`config.mk`:
```
export PLATFORM = sky130hd
export DESIGN_NAME = cfcc_top
export DESIGN_NICKNAME = d
export VERILOG_FILES = /design/src/verilog/cfcc_pkg.sv /design/src/verilog/cfcc_chan_if.sv /design/src/verilog/cfcc_chan.sv /design/src/verilog/cfcc_top.sv
export VERILOG_INCLUDE_DIRS = /design/src /design/src/verilog
export SDC_FILE = /design/constraint.sdc
export NUM_CORES = 2
export LEC_CHECK = 0
export BUFFER_PORTS_ARGS = -buffer_cell sky130_fd_sc_hd__buf_2
export CAP_MARGIN = 20
export CORE_MARGIN = 3
export CORE_UTILIZATION = 45
export CTS_CLUSTER_SIZE = 16
export DETAILED_ROUTE_END_ITERATION = 7
export PLACE_DENSITY = 0.64
export REMOVE_ABC_BUFFERS = 1
export SYNTH_ARGS = -nofsm -noshare
export SYNTH_HDL_FRONTEND = slang
export SYNTH_SLANG_ARGS = --single-unit
```
`constraint.sdc`:
```
create_clock -name CLK_SYS -period 45.7 [get_ports CLK_SYS]
set_input_delay 4.57 -clock CLK_SYS [delete_from_list [all_inputs] [get_ports CLK_SYS]]
set_output_delay 4.57 -clock CLK_SYS [all_outputs]
set_load 0.005 [all_outputs]
```
`src/verilog/cfcc_cfg.svh`:
```
// Purpose: Shared constants of the counter and frequency command handler
// Assumes: Included by every design file except the channel interface
// Notes: Characters are ASCII codes
`ifndef CFCC_CFG_SVH
`define CFCC_CFG_SVH
`define CFCC_NCH 8
`define CFCC_BUF_LEN 16
`define CFCC_CLK_NS 50
`define CFCC_TENTH_NS 100000000
`define CFCC_TICK_W 24
`define CFCC_CH_AT 8'h40
`define CFCC_CH_CR 8'h0d
`define CFCC_CH_ACK 8'h21
`define CFCC_CH_NAK 8'h3f
`define CFCC_CH_0 8'h30
`define CFCC_CH_7 8'h37
`define CFCC_CH_9 8'h39
`define CFCC_CH_A 8'h41
`define CFCC_CH_C 8'h43
`define CFCC_CH_F 8'h46
`define CFCC_CH_G 8'h47
`define CFCC_CH_H 8'h48
`define CFCC_CH_P 8'h50
`define CFCC_CH_S 8'h53
`define CFCC_CH_T 8'h54
`define CFCC_HEX_TEN 4'ha
`define CFCC_HEX_ADJ 4'h9
`define CFCC_TYPE_UP 8'h50
`define CFCC_TYPE_FREQ 8'h51
`define CFCC_OFS_CTRL 8'h00
`define CFCC_OFS_TYPE_LO 8'h04
`define CFCC_OFS_TYPE_HI 8'h08
`define CFCC_OFS_MODES 8'h0c
`define CFCC_OFS_STATUS 8'h10
`define CFCC_OFS_COUNT 8'h20
`define CFCC_OFS_PRESET 8'h40
`define CFCC_REGION 8'he0
`define CFCC_CTRL_CHK 8
`define CFCC_RST_ADDR 8'h01
`define CFCC_RST_TYPE 32'h50505050
`define CFCC_RST_TIMEOUT 8'h0a
`define CFCC_HSIZE_WORD 3'h2
`define CFCC_CNT_MAX 32'hffffffff
`define CFCC_IDLE_MAX 8'hff
`define CFCC_LEN_SHORT 5'd4
`define CFCC_LEN_MASK 5'd6
`define CFCC_LEN_PRESET 5'd12
`define CFCC_LEN_ADDR 5'd2
`define CFCC_ND_MASK 4'd2
`define CFCC_ND_WORD 4'd8
`define CFCC_RP_HDR 5'd3
`endif

```
`src/verilog/cfcc_pkg.sv`:
```
// Purpose: Types and character helpers of the command handler
// Assumes: cfcc_cfg.svh supplies the constants
// Notes: Hex digits are upper case only
`include "cfcc_cfg.svh"
package cfcc_pkg;
  typedef enum logic [3:0] {
    ST_IDLE = 4'b0001,
    ST_RECV = 4'b0010,
    ST_PARSE = 4'b0100,
    ST_SEND = 4'b1000
  } cfcc_state_t;
  typedef logic [7:0] cfcc_char_t;

  function automatic logic is_hex(input cfcc_char_t c);
    return (c >= `CFCC_CH_0 && c <= `CFCC_CH_9) ||
           (c >= `CFCC_CH_A && c <= `CFCC_CH_F);
  endfunction

  function automatic logic [3:0] hex_val(input cfcc_char_t c);
    if (c <= `CFCC_CH_9) begin
      return c[3:0];
    end
    return c[3:0] + `CFCC_HEX_ADJ;
  endfunction

  function automatic cfcc_char_t hex_chr(input logic [3:0] n);
    if (n < `CFCC_HEX_TEN) begin
      return `CFCC_CH_0 + {4'h0, n};
    end
    return `CFCC_CH_A + {4'h0, n} - {4'h0, `CFCC_HEX_TEN};
  endfunction
endpackage

```
`src/verilog/cfcc_chan_if.sv`:
```
// Purpose: Bundle between the command handler and one channel
// Assumes: Same clock on both sides
// Notes: Controls flow to the channel, results flow back
`timescale 1ns/1ps
interface cfcc_chan_if;
  logic pulse_edge;
  logic tick;
  logic stop_ovf;
  logic load;
  logic [7:0] timeout;
  logic [31:0] preset;
  logic [31:0] count;
  logic freq_zero;
  modport top(output pulse_edge, tick, stop_ovf, load, timeout, preset,
              input count, freq_zero);
  modport chan(input pulse_edge, tick, stop_ovf, load, timeout, preset,
               output count, freq_zero);
endinterface

```
`src/verilog/cfcc_chan.sv`:
```
// Purpose: One input channel: up counter and no-pulse timeout watch
// Assumes: pulse_edge is already synchronised, tick is one tenth second
// Notes: Load from preset wins over a counted edge
`timescale 1ns/1ps
`include "cfcc_cfg.svh"
module cfcc_chan (
  input wire logic clk,
  input wire logic rst_n,
  cfcc_chan_if.chan ch
);
  import cfcc_pkg::*;

  logic [31:0] count_r;
  logic [7:0] idle_r;
  logic zero_r;

  // ----------------------------------------------------------------
  // Counter
  // ----------------------------------------------------------------
  always_ff @(posedge clk or negedge rst_n) begin
    if (!rst_n) begin
      count_r <= '0;
    end else if (ch.load) begin
      count_r <= ch.preset;
    end else if (ch.pulse_edge) begin
      if (count_r == `CFCC_CNT_MAX && ch.stop_ovf) begin
        count_r <= `CFCC_CNT_MAX;
      end else begin
        count_r <= count_r + 32'h1;
      end
    end
  end

  // ----------------------------------------------------------------
  // Timeout watch
  // ----------------------------------------------------------------
  always_ff @(posedge clk or negedge rst_n) begin
    if (!rst_n) begin
      idle_r <= '0;
    end else if (ch.pulse_edge) begin
      idle_r <= '0;
    end else if (ch.tick && idle_r != `CFCC_IDLE_MAX) begin
      idle_r <= idle_r + 8'h1;
    end
  end

  always_ff @(posedge clk or negedge rst_n) begin
    if (!rst_n) begin
      zero_r <= 1'b0;
    end else begin
      zero_r <= !ch.pulse_edge && ch.timeout != 8'h0 &&
                idle_r >= ch.timeout;
    end
  end

  assign ch.count = count_r;
  assign ch.freq_zero = zero_r;
endmodule // cfcc_chan

```
`src/verilog/cfcc_top.sv`:
```
// Purpose: Framed ASCII command handler for counter and frequency setup
// Assumes: RX and TX bytes come from a UART on CLK_SYS
// Notes: Registers over AHB-Lite, zero wait states
//
// Our own choices: the placing of the registers and the AHB-Lite interface to the registers.
`timescale 1ns/1ps
`include "cfcc_cfg.svh"
// Functional notes
// - Frames start with @, two hex address digits, command, checksum, CR.
// - Replies start ! or ?, then own address, checksum, CR.
// - Auto frequency set: mask bit 1 enables, 0 disables, bit 0 channel 0.
// - Auto, high frequency and timeout commands only for type 51 channels.
// - High frequency read returns two-digit mask of enabled channels.
// - High frequency set enables or disables per mask bit, then acknowledges.
// - Timeout read returns two hex digits in tenths of a second.
// - Timeout set stores module-wide timeout in tenths, then acknowledges.
// - No pulse for the whole timeout forces channel frequency to zero.
// - Preset read of channel 0 to 7 returns eight hex digits.
// - Preset write stores 32-bit value for the channel and acknowledges.
// - Preset read and write only for up counter channels, type 50.
// - Overflow stop read returns two-digit mask of enabled channels.
// - Overflow stop set enables or disables per mask bit.
// - Overflow stop commands only for type 50 channels.
// - Accepted overflow stop set replies with acknowledge and address only.
// - Silent on bad syntax, communication error or foreign address.
module cfcc_top #(
  parameter int unsigned TICK_CYCLES = `CFCC_TENTH_NS / `CFCC_CLK_NS
) (
  input wire logic CLK_SYS,
  input wire logic RSTN,
  input wire logic HSEL,
  input wire logic [31:0] HADDR,
  input wire logic [1:0] HTRANS,
  input wire logic HWRITE,
  input wire logic [2:0] HSIZE,
  input wire logic [31:0] HWDATA,
  input wire logic HREADY,
  output logic HREADYOUT,
  output logic [31:0] HRDATA,
  output logic HRESP,
  input wire cfcc_pkg::cfcc_char_t RX_DATA,
  input wire logic RX_VALID,
  input wire logic RX_ERR,
  output logic RX_READY,
  output cfcc_pkg::cfcc_char_t TX_DATA,
  output logic TX_VALID,
  input wire logic TX_READY,
  input wire logic [7:0] PULSE_IN,
  output logic [7:0] FREQ_ZERO
);
  import cfcc_pkg::*;

  // ----------------------------------------------------------------
  // Reset release
  // ----------------------------------------------------------------
  logic rst_s1_r, rst_n;
  always_ff @(posedge CLK_SYS or negedge RSTN) begin
    if (!RSTN) begin
      rst_s1_r <= 1'b0;
      rst_n <= 1'b0;
    end else begin
      rst_s1_r <= 1'b1;
      rst_n <= rst_s1_r;
    end
  end

  // ----------------------------------------------------------------
  // Declarations
  // ----------------------------------------------------------------
  cfcc_state_t state_r;
  cfcc_char_t buf_r [0:`CFCC_BUF_LEN-1];
  cfcc_char_t tx_r [0:`CFCC_BUF_LEN-1];
  cfcc_char_t rp [0:`CFCC_BUF_LEN-1];
  logic [4:0] len_r, tx_cnt_r, m, rp_len;
  logic bad_r, chk_en_r, sum_ok;
  logic [7:0] sum_r, s1_r, s2_r, own_r, csum;
  logic [31:0] type_lo_r, type_hi_r;
  wire [63:0] type_all = {type_hi_r, type_lo_r};
  logic [7:0] auto_r, high_r, ovf_r, tmo_r, freq_ch, up_ch;
  logic [31:0] preset_r [0:`CFCC_NCH-1];
  logic [7:0] load_r;
  logic p_silent, p_ack, p_wr_auto, p_wr_high, p_wr_tmo, p_wr_ovf, p_wr_pre;
  logic [3:0] p_nd;
  logic [31:0] p_data, p_val;
  logic [7:0] p_mask, vv, elig, cur;
  logic [2:0] p_ch;
  logic vv_ok, is_rd, is_set, word_ok;
  cfcc_char_t c1, c2;
  logic [`CFCC_TICK_W-1:0] tick_cnt_r;
  logic tick;
  logic [7:0] ps1_r, ps2_r, ps3_r, plvl_r, pedge;
  logic [7:0] fz;
  logic [31:0] cnt [0:`CFCC_NCH-1];

  // ----------------------------------------------------------------
  // Channel types
  // ----------------------------------------------------------------
  always_comb begin
    for (int i = 0; i < `CFCC_NCH; i++) begin
      freq_ch[i] = type_all[8*i +: 8] == `CFCC_TYPE_FREQ;
      up_ch[i] = type_all[8*i +: 8] == `CFCC_TYPE_UP;
    end
  end

  // ----------------------------------------------------------------
  // Frame receive
  // ----------------------------------------------------------------
  assign RX_READY = state_r == ST_IDLE || state_r == ST_RECV;

  always_ff @(posedge CLK_SYS or negedge rst_n) begin
    if (!rst_n) begin
      state_r <= ST_IDLE;
    end else begin
      unique case (state_r)
        ST_IDLE: if (RX_VALID && RX_DATA == `CFCC_CH_AT) begin
          state_r <= ST_RECV;
        end
        ST_RECV: if (RX_VALID && RX_DATA == `CFCC_CH_CR) begin
          state_r <= ST_PARSE;
        end
        ST_PARSE: state_r <= p_silent ? ST_IDLE : ST_SEND;
        ST_SEND: if (TX_READY && tx_cnt_r == 5'd1) begin
          state_r <= ST_IDLE;
        end
      endcase
    end
  end

  always_ff @(posedge CLK_SYS or negedge rst_n) begin
    if (!rst_n) begin
      len_r <= '0;
      bad_r <= 1'b0;
      sum_r <= '0;
      s1_r <= '0;
      s2_r <= '0;
      for (int i = 0; i < `CFCC_BUF_LEN; i++) begin
        buf_r[i] <= '0;
      end
    end else if (RX_VALID && RX_READY) begin
      if (RX_DATA == `CFCC_CH_AT) begin
        len_r <= '0;
        bad_r <= RX_ERR;
        sum_r <= RX_DATA;
        s1_r <= '0;
        s2_r <= '0;
      end else if (state_r == ST_RECV && RX_DATA != `CFCC_CH_CR) begin
        s2_r <= s1_r;
        s1_r <= sum_r;
        sum_r <= sum_r + RX_DATA;
        if (len_r == 5'(`CFCC_BUF_LEN) || RX_ERR) begin
          bad_r <= 1'b1;
        end else begin
          buf_r[len_r[3:0]] <= RX_DATA;
          len_r <= len_r + 5'd1;
        end
      end else if (RX_ERR) begin
        bad_r <= 1'b1;
      end
    end
  end

  // ----------------------------------------------------------------
  // Command decode
  // ----------------------------------------------------------------
  always_comb begin
    p_silent = 1'b1;
    p_ack = 1'b0;
    p_nd = '0;
    p_data = '0;
    p_val = '0;
    p_mask = '0;
    p_ch = '0;
    {p_wr_auto, p_wr_high, p_wr_tmo, p_wr_ovf, p_wr_pre} = '0;
    m = chk_en_r ? len_r - `CFCC_LEN_ADDR : len_r;
    sum_ok = !chk_en_r || (len_r >= `CFCC_LEN_ADDR &&
      is_hex(buf_r[len_r[3:0] - 4'd2]) && is_hex(buf_r[len_r[3:0] - 4'd1]) &&
      {hex_val(buf_r[len_r[3:0] - 4'd2]),
       hex_val(buf_r[len_r[3:0] - 4'd1])} == s2_r);
    c1 = buf_r[2];
    c2 = buf_r[3];
    vv = {hex_val(buf_r[4]), hex_val(buf_r[5])};
    vv_ok = is_hex(buf_r[4]) && is_hex(buf_r[5]);
    word_ok = 1'b1;
    for (int i = 0; i < 8; i++) begin
      word_ok = word_ok && is_hex(buf_r[4+i]);
      p_val = {p_val[27:0], hex_val(buf_r[4+i])};
    end
    elig = (c1 == `CFCC_CH_S) ? up_ch : freq_ch;
    cur = (c2 == `CFCC_CH_H) ? high_r : (c2 == `CFCC_CH_T) ? tmo_r :
          (c2 == `CFCC_CH_C) ? ovf_r : auto_r;
    is_rd = m == `CFCC_LEN_SHORT && c2 != `CFCC_CH_A;
    is_set = m == `CFCC_LEN_MASK && vv_ok;
    p_ch = c2[2:0];
    if (!bad_r && sum_ok && m >= `CFCC_LEN_ADDR && is_hex(buf_r[0]) &&
        is_hex(buf_r[1]) &&
        {hex_val(buf_r[0]), hex_val(buf_r[1])} == own_r) begin
      if ((c1 == `CFCC_CH_F && (c2 == `CFCC_CH_A || c2 == `CFCC_CH_H ||
           c2 == `CFCC_CH_T)) || (c1 == `CFCC_CH_S && c2 == `CFCC_CH_C)) begin
        p_silent = !(is_rd || is_set);
        p_ack = elig != 8'h0 && (is_rd || c2 == `CFCC_CH_T ||
                (vv & ~elig) == 8'h0);
        if (is_rd && p_ack) begin
          p_nd = `CFCC_ND_MASK;
          p_data[31:24] = (c2 == `CFCC_CH_T) ? tmo_r : (cur & elig);
        end
        p_mask = (c2 == `CFCC_CH_T) ? vv : ((cur & ~elig) | vv);
        if (is_set && p_ack) begin
          p_wr_auto = c2 == `CFCC_CH_A;
          p_wr_high = c2 == `CFCC_CH_H;
          p_wr_tmo = c2 == `CFCC_CH_T;
          p_wr_ovf = c2 == `CFCC_CH_C;
        end
      end else if (c1 == `CFCC_CH_G && m == `CFCC_LEN_SHORT &&
                   c2 >= `CFCC_CH_0 && c2 <= `CFCC_CH_7) begin
        p_silent = 1'b0;
        p_ack = up_ch[p_ch];
        if (p_ack) begin
          p_nd = `CFCC_ND_WORD;
          p_data = preset_r[p_ch];
        end
      end else if (c1 == `CFCC_CH_P && m == `CFCC_LEN_PRESET && word_ok &&
                   c2 >= `CFCC_CH_0 && c2 <= `CFCC_CH_7) begin
        p_silent = 1'b0;
        p_ack = up_ch[p_ch];
        p_wr_pre = p_ack;
      end
    end
  end

  // ----------------------------------------------------------------
  // Reply build
  // ----------------------------------------------------------------
  always_comb begin
    for (int i = 0; i < `CFCC_BUF_LEN; i++) begin
      rp[i] = '0;
    end
    rp[0] = p_ack ? `CFCC_CH_ACK : `CFCC_CH_NAK;
    rp[1] = hex_chr(own_r[7:4]);
    rp[2] = hex_chr(own_r[3:0]);
    for (int i = 0; i < 8; i++) begin
      if (4'(i) < p_nd) begin
        rp[3+i] = hex_chr(p_data[31-4*i -: 4]);
      end
    end
    rp_len = `CFCC_RP_HDR + {1'b0, p_nd};
    csum = '0;
    for (int i = 0; i < 11; i++) begin
      if (5'(i) < rp_len) begin
        csum = csum + rp[i];
      end
    end
    if (chk_en_r) begin
      rp[rp_len[3:0]] = hex_chr(csum[7:4]);
      rp[rp_len[3:0] + 4'd1] = hex_chr(csum[3:0]);
      rp_len = rp_len + 5'd2;
    end
    rp[rp_len[3:0]] = `CFCC_CH_CR;
    rp_len = rp_len + 5'd1;
  end

  // ----------------------------------------------------------------
  // Reply send
  // ----------------------------------------------------------------
  always_ff @(posedge CLK_SYS or negedge rst_n) begin
    if (!rst_n) begin
      tx_cnt_r <= '0;
      for (int i = 0; i < `CFCC_BUF_LEN; i++) begin
        tx_r[i] <= '0;
      end
    end else if (state_r == ST_PARSE && !p_silent) begin
      tx_r <= rp;
      tx_cnt_r <= rp_len;
    end else if (state_r == ST_SEND && TX_READY) begin
      for (int i = 0; i < `CFCC_BUF_LEN - 1; i++) begin
        tx_r[i] <= tx_r[i+1];
      end
      tx_cnt_r <= tx_cnt_r - 5'd1;
    end
  end

  assign TX_DATA = tx_r[0];
  assign TX_VALID = state_r == ST_SEND;

  // ----------------------------------------------------------------
  // Mode settings
  // ----------------------------------------------------------------
  always_ff @(posedge CLK_SYS or negedge rst_n) begin
    if (!rst_n) begin
      auto_r <= '0;
      high_r <= '0;
      ovf_r <= '0;
      tmo_r <= `CFCC_RST_TIMEOUT;
      load_r <= '0;
      for (int i = 0; i < `CFCC_NCH; i++) begin
        preset_r[i] <= '0;
      end
    end else begin
      load_r <= '0;
      if (state_r == ST_PARSE) begin
        if (p_wr_auto) auto_r <= p_mask;
        if (p_wr_high) high_r <= p_mask;
        if (p_wr_tmo) tmo_r <= p_mask;
        if (p_wr_ovf) ovf_r <= p_mask;
        if (p_wr_pre) begin
          preset_r[p_ch] <= p_val;
          load_r[p_ch] <= 1'b1;
        end
      end
    end
  end

  // ----------------------------------------------------------------
  // Pulse inputs and tenth-second tick
  // ----------------------------------------------------------------
  always_ff @(posedge CLK_SYS or negedge rst_n) begin
    if (!rst_n) begin
      {ps1_r, ps2_r, ps3_r, plvl_r} <= '0;
    end else begin
      ps1_r <= PULSE_IN;
      ps2_r <= ps1_r;
      ps3_r <= ps2_r;
      plvl_r <= (ps2_r & ps3_r) | (plvl_r & (ps2_r | ps3_r));
    end
  end
  assign pedge = ps2_r & ps3_r & ~plvl_r;

  always_ff @(posedge CLK_SYS or negedge rst_n) begin
    if (!rst_n) begin
      tick_cnt_r <= '0;
    end else if (tick) begin
      tick_cnt_r <= '0;
    end else begin
      tick_cnt_r <= tick_cnt_r + `CFCC_TICK_W'(1);
    end
  end
  assign tick = tick_cnt_r == `CFCC_TICK_W'(TICK_CYCLES - 1);

  cfcc_chan_if chif [`CFCC_NCH] ();
  for (genvar g = 0; g < `CFCC_NCH; g++) begin : g_ch
    assign chif[g].pulse_edge = pedge[g];
    assign chif[g].tick = tick;
    assign chif[g].stop_ovf = ovf_r[g] && up_ch[g];
    assign chif[g].load = load_r[g];
    assign chif[g].timeout = freq_ch[g] ? tmo_r : 8'h0;
    assign chif[g].preset = preset_r[g];
    assign cnt[g] = chif[g].count;
    assign fz[g] = chif[g].freq_zero;
    cfcc_chan u_chan (
      .clk(CLK_SYS),
      .rst_n(rst_n),
      .ch(chif[g])
    );
  end
  assign FREQ_ZERO = fz;

  // ----------------------------------------------------------------
  // AHB-Lite slave
  // ----------------------------------------------------------------
  logic wr_pend_r;
  logic [7:0] wr_addr_r, ha;
  logic [31:0] rd_r, rd_mux;
  assign ha = HADDR[7:0];

  always_comb begin
    rd_mux = '0;
    if ((ha & `CFCC_REGION) == `CFCC_OFS_COUNT) begin
      rd_mux = cnt[ha[4:2]];
    end else if ((ha & `CFCC_REGION) == `CFCC_OFS_PRESET) begin
      rd_mux = preset_r[ha[4:2]];
    end else begin
      unique case (ha)
        `CFCC_OFS_CTRL: rd_mux = {23'h0, chk_en_r, own_r};
        `CFCC_OFS_TYPE_LO: rd_mux = type_lo_r;
        `CFCC_OFS_TYPE_HI: rd_mux = type_hi_r;
        `CFCC_OFS_MODES: rd_mux = {tmo_r, ovf_r, high_r, auto_r};
        `CFCC_OFS_STATUS: rd_mux = {20'h0, state_r, fz};
        default: rd_mux = '0;
      endcase
    end
  end

  always_ff @(posedge CLK_SYS or negedge rst_n) begin
    if (!rst_n) begin
      wr_pend_r <= 1'b0;
      wr_addr_r <= '0;
      rd_r <= '0;
    end else if (HREADY) begin
      wr_pend_r <= HSEL && HTRANS[1] && HWRITE && HSIZE == `CFCC_HSIZE_WORD;
      wr_addr_r <= ha;
      if (HSEL && HTRANS[1] && !HWRITE) begin
        rd_r <= rd_mux;
      end
    end
  end

  always_ff @(posedge CLK_SYS or negedge rst_n) begin
    if (!rst_n) begin
      own_r <= `CFCC_RST_ADDR;
      chk_en_r <= 1'b0;
      type_lo_r <= `CFCC_RST_TYPE;
      type_hi_r <= `CFCC_RST_TYPE;
    end else if (wr_pend_r) begin
      unique case (wr_addr_r)
        `CFCC_OFS_CTRL: begin
          own_r <= HWDATA[7:0];
          chk_en_r <= HWDATA[`CFCC_CTRL_CHK];
        end
        `CFCC_OFS_TYPE_LO: type_lo_r <= HWDATA;
        `CFCC_OFS_TYPE_HI: type_hi_r <= HWDATA;
        default: ;
      endcase
    end
  end

  assign HRDATA = rd_r;
  assign HREADYOUT = 1'b1;
  assign HRESP = 1'b0;
endmodule // cfcc_top
```
**Yosys cells after proc, flatten, opt, wreduce, memory -nomap -nowiden**

Index checks and enable logic that the tools add are counted.
W data, S select, Z words.

- Multiplexer cells: 258
- Equal/unequal tests: 70
- $add $sub $neg: 85
- Bitwise operators: 24
- Shift operators: 0
- Reductions and logical operators: 189
- $mul: 0
- Div/mod/pow operators: 0
- Magnitude comparators: 106

Operators with widths:

| operator | count |
|---|---|
| $mux W32 | 36 |
| $mux W8 | 94 |
| $bwmux W128 | 3 |
| $bmux W32 S3 | 3 |
| $add A32 B1 Y32 const B | 8 |
| $bwmux W256 | 1 |
| $eq A32 B32 Y1 const B | 8 |
| $mux W120 | 2 |
| $eq A8 B7 Y1 const B | 25 |
| $pmux W32 S5 | 1 |
| $demux W8 S4 | 4 |
| $mux W128 | 1 |
| $mux W4 | 32 |
| $logic_and A1 B1 Y1 | 110 |
| $ge A8 B6 Y1 const B | 13 |
| $le A8 B6 Y1 const B | 13 |
| $add A7 B4 Y8 const A | 12 |
| $demux W32 S3 | 1 |
| $ge A8 B7 Y1 const B | 12 |
| $le A8 B7 Y1 const B | 12 |
| $sub A8 B4 Y8 const B | 12 |
| $add A8 B8 Y8 | 11 |
| $add A6 B4 Y7 const A | 12 |
| $and A80 B80 Y80 | 1 |
| other kinds (74) | 305 |

- Input port bits: 93
- Bits in registers: 1091
- Output and inout bits: 52
- Memories kept: 0
- Memory bits (writable): 0
- Latch bits: 0
- ROM bits: 0

**Logic depth before layout (Yosys ltp)**

- Depth after elaboration: 51
- Depth in mapped cells: 71

**Modules after synthesis**

A second synthesis with hierarchy kept.

- Cells, all modules: 7092
- Area, all modules: 67229.5 um2

Modules (own cells, without submodules):

| module | area an instance (um2) | seq. area each (um2) | cells an instance | times used |
|---|---|---|---|---|
| cfcc_top | 46059.2 | 18718.0 | 4652 | 1 |
| cfcc_chan | 2646.3 | 1026.0 | 305 | 8 |

**Least setup slack after synthesis**

Ideal clock, no wire load.

- Path type: register -> register
- Start: reg len_r[1]
- End: reg tx_r[82] (netlist bit)
- Clock period less this slack: 13.647 ns
- Cell stages (with the launch flop): 64
- Data arrival time: 13.554 ns
- Library setup time: 0.093 ns
- Slack: 32.053 ns
- Path through: dfrtp_1 > buf_2 > buf_2 > buf_2 > inv_1 > ha_1 > buf_4 > buf_2 > mux4_2 > mux2_2 > o21ai_0 > ha_1 > nor2_1 > o41a_1 > a2111oi_2 > and4_4 > nand3_4 > a21oi_2 > [... 28 more ...] > ha_1 > inv_1 > nor2_1 > nor2_1 > o21bai_1 > a21oi_1 > xnor2_1 > xnor2_1 > a21oi_1 > ha_1 > a21oi_1 > o41ai_2 > o21ba_2 > mux2i_1 > xor2_2 > nor2_2 > mux2_4 > o31ai_2

- Word-level cells in the longest chain between the ends: 51
- Elaborated cells on any way between the ends: 242
- Classes of those cells: 48 x add/sub; 45 x order compare; 4 x eq/ne; 103 x mux; 6 x bitwise; 36 x reduce/logical

RTL lines:

| element | line | source |
|---|---|---|
| start: declaration | cfcc_top.sv:74 | `logic [4:0] len_r, tx_cnt_r, m, rp_len;` |
| start signal: assignment | cfcc_top.sv:154 | `len_r <= len_r + 5'd1;` |
| parallel branches: the longest is 51 deep, another holds $le A8 B6 Y1 | -- |  |
| end signal: assignment | cfcc_top.sv:271 | `tx_r <= rp;` |
| end signal: indexed assignment | cfcc_top.sv:275 | `tx_r[i] <= tx_r[i+1];` |
| end: declaration | cfcc_top.sv:72 | `` cfcc_char_t tx_r [0:`CFCC_BUF_LEN-1]; `` |

Several ways; the timed one is not identified. The select of a mux whose other input is x is not followed.
A chain may end at the register's enable or synchronous reset.

**Worst setup path after layout**

- Start: reg len_r[0]
- End: reg tx_r[82] (netlist bit)

The elaborated chain is that of the path after synthesis.

==> qor.yml <==
finalCriticalPeriod_ns: 15.79
tns_ns: 0
cts_sinks: 1075
cts_hold_buf: 0
track_usage_pct: 32.5
path_clk_slew_ns: 0.06
synth_warnings: 0
power_density_nw_per_um2: 49.0
numPortBuffers: 116
drive_gt1_share_pct: 14.0
cts_setup_buffers: 0
drc: 0
place.gp.congestion: 0.997
antenna_found_initial: 9
rrSetupSlack_ns: 29.91
ant_nets: 0
min-delay-start: "ps1_r[0]$_DFF_PN0_"
r2r-end: "tx_r[82]$_DFFE_PN0P_"
synth_top_area_share_pct: 40.2
final-hold-violation-count: 0
cts.path.max_buffers: 3
vias: 58600
min_path_type: "reg2reg"
worst_pin_slew_ns: 1.21
num_rows: 139
drv_slew: 0
routed_wl_um: 249000
cp-end-kind: "flop"
final-setup-viol-count: 0
cp.arrival_ns: 16.46
crit_top_cell: "inv_1"
ir_drop_mv: 0.0423
post-route-util_pct: 49.9
grt_pass1_wl_um: 368000
insertion_delay_ns: 0.79
ys_top_cells_by_area: "dfrtp_1 (40%), mux4_2 (7.0%), nand2_1 (6.5%)"
die_area_um2: 150000
max-slew-margin-rel_pct: 17.3
cts_tree: "yes"
crit_slowest_cell: "mux4_2"
core_area_um2: 144000
yosysSeqAreaShare_pct: 41.0
fin_skew_ns: 0.0481
critPathLaunch: "len_r[0]$_DFFE_PN0P_"
cp_max_fo: 48
slowest_delay_ns: 0.63
min_path_cells: 0
nets: 7340
fmax_mhz: 63.3
grt_max_degree: 155
startpoint_type: "flop"
synthCells: 7099
wl_per_cell_um: 27.6
syn_area_per_cell_um2: 9.25
place_area_um2: 67900
crit_required_ns: 46.37
outcome: "finished clean"
clock_tree.root_cell: "clkbuf_16"
r2r_start: "len_r[0]$_DFFE_PN0P_"
hold_path_end: "ps2_r[0]$_DFF_PN0_"
io_pins: 145
final_cell_area_um2: 72000
rsz0062_at_grt: "no"
cts.htree.levels: 3
overflow: 0
synthArstFlopShare_pct: 100
ctsResizeCount: 0
synth_area_um2: 65600
worstSetupPathType: "reg2reg"
p_leak_nw: 29.2
yosys.cell_types.count: 113
final_common_cell: "nand2_1"
yosys_register_bits: 1075
synth_edf_count: 0
die_x_um: 388
syn_to_final_growth_pct: 9.68
hpwl_um: 177000
period_share_pct: 34.6
drtPass1Iterations: 7
grt_pass1_vias: 55700
initial_core_util_pct: 45.5
synthFlopType: "dfrtp_1"
synth.largest_area_cell: "dfrtp_1"
reg2regPathDepth: 57
viasPerCell: 6.49
final_cell_mix: "nand2_1 (1139), dfrtp_1 (1044), o21ai_0 (805)"
drt-initial-drc-count: 7542
cap_violations: 0
cts_buffers: 120
die_h_um: 388
==> state kept, by name, summed over array words and instances (netlist names), 24 cells and up <==
name,cells
HRDATA,32
type_hi_r,32
tick_cnt_r,24
g_ch.u_chan.ch.count,256
type_lo_r,32
g_ch.u_chan.idle_r,64
buf_r,112
chif.preset,256
tx_r,105
==> power by group <==
| group | internal (mW) | total (mW) | switching [mW] |
|---|---|---|---|
| registers | 1.05 | 1.21 | 0.156 |
| logic | 0.457 | 1.30 | 0.848 |
| clock network | 0.576 | 1.01 | 0.433 |
==> worst max-delay path, delay by kind of cell, from the launching register on <==
family	cells	cell delay (ns)
and+or+nand+nor	9	1.96
buffers and inverters	8	1.28
xor gates and xnor gates	4	0.77
DFF	1	0.62
AOI/OAI and AO/OA	19	4.45
adders and majority gates	11	4.35
muxes	6	2.19
==> cells by family after synthesis <==
logic type,synth area share (%)
compound gates,17.3
xor+xnor,2.68
fa+ha+maj,4.65
buf+inv,3.73
flops,41.0
mux,13.1
other cells,0.0114
simple gates,17.5
==> area by class of cell <==
| type | count | area (um^2) |
|---|---|---|
| fill | 13400 | 72200 |
| multi-input combinational | 5415 | 36400 |
| sequential | 1075 | 26900 |
| clock buffer | 176 | 3530 |
| tap | 1903 | 2380 |
| timing repair buffer | 245 | 1610 |
| inverter | 159 | 597 |
| clock inverter | 50 | 549 |
| antenna | 1 | 2.50 |
==> worst max path at each step <==
| stage | slack (ns) | cells past startpoint | endpoint |
|---|---|---|---|
| after global placement | 30.36 | 57 | tx_r[82]$_DFFE_PN0P_ |
| after floorplan | 13.55 | 0 | HRDATA[0]$_DFFE_PN0P_ |
| after CTS | 30.01 | 57 | tx_r[82]$_DFFE_PN0P_ |
| after global routing | 28.90 | 57 | tx_r[82]$_DFFE_PN0P_ |
| after detailed placement | 30.07 | 57 | tx_r[82]$_DFFE_PN0P_ |
| final | 29.91 | 57 | tx_r[82]$_DFFE_PN0P_ |
==> synthesized netlist by cell type, drive strengths merged, types with 88 or more instances <==
master,number
nand2,1141
mux2i,150
inv,158
nor2,441
mux2,220
o21ai,814
nand3,286
ha,220
o22ai,204
dfrtp,1055
mux4,205
a21oi,391
xnor2,121
buf,88
clkbuf,364
==> per-layer routing <==
layer | up-vias | track usage [%] | wire (um)
met5 | - | 0 | 46
met3 | 669 | 8.64 | 29400
met2 | 3422 | 47.5 | 105000
li1 | 25700 | - | -
met1 | 28800 | 43.3 | 97800
met4 | 8 | 19.4 | 17000
==> per-stage QoR <==
stage	std cells	power [mW]	hold WS, ns	setup WS [ns]
floorplan	6649	1.96	0.331	13.55
global placement	8791	2.45	0.339	30.36
detailed placement	8792	2.48	0.343	30.07
CTS	9018	3.49	0.354	30.01
global route	9023	3.66	0.363	28.90
finish	9024	3.53	0.345	29.91
Power figures use the tool's default switching activity.
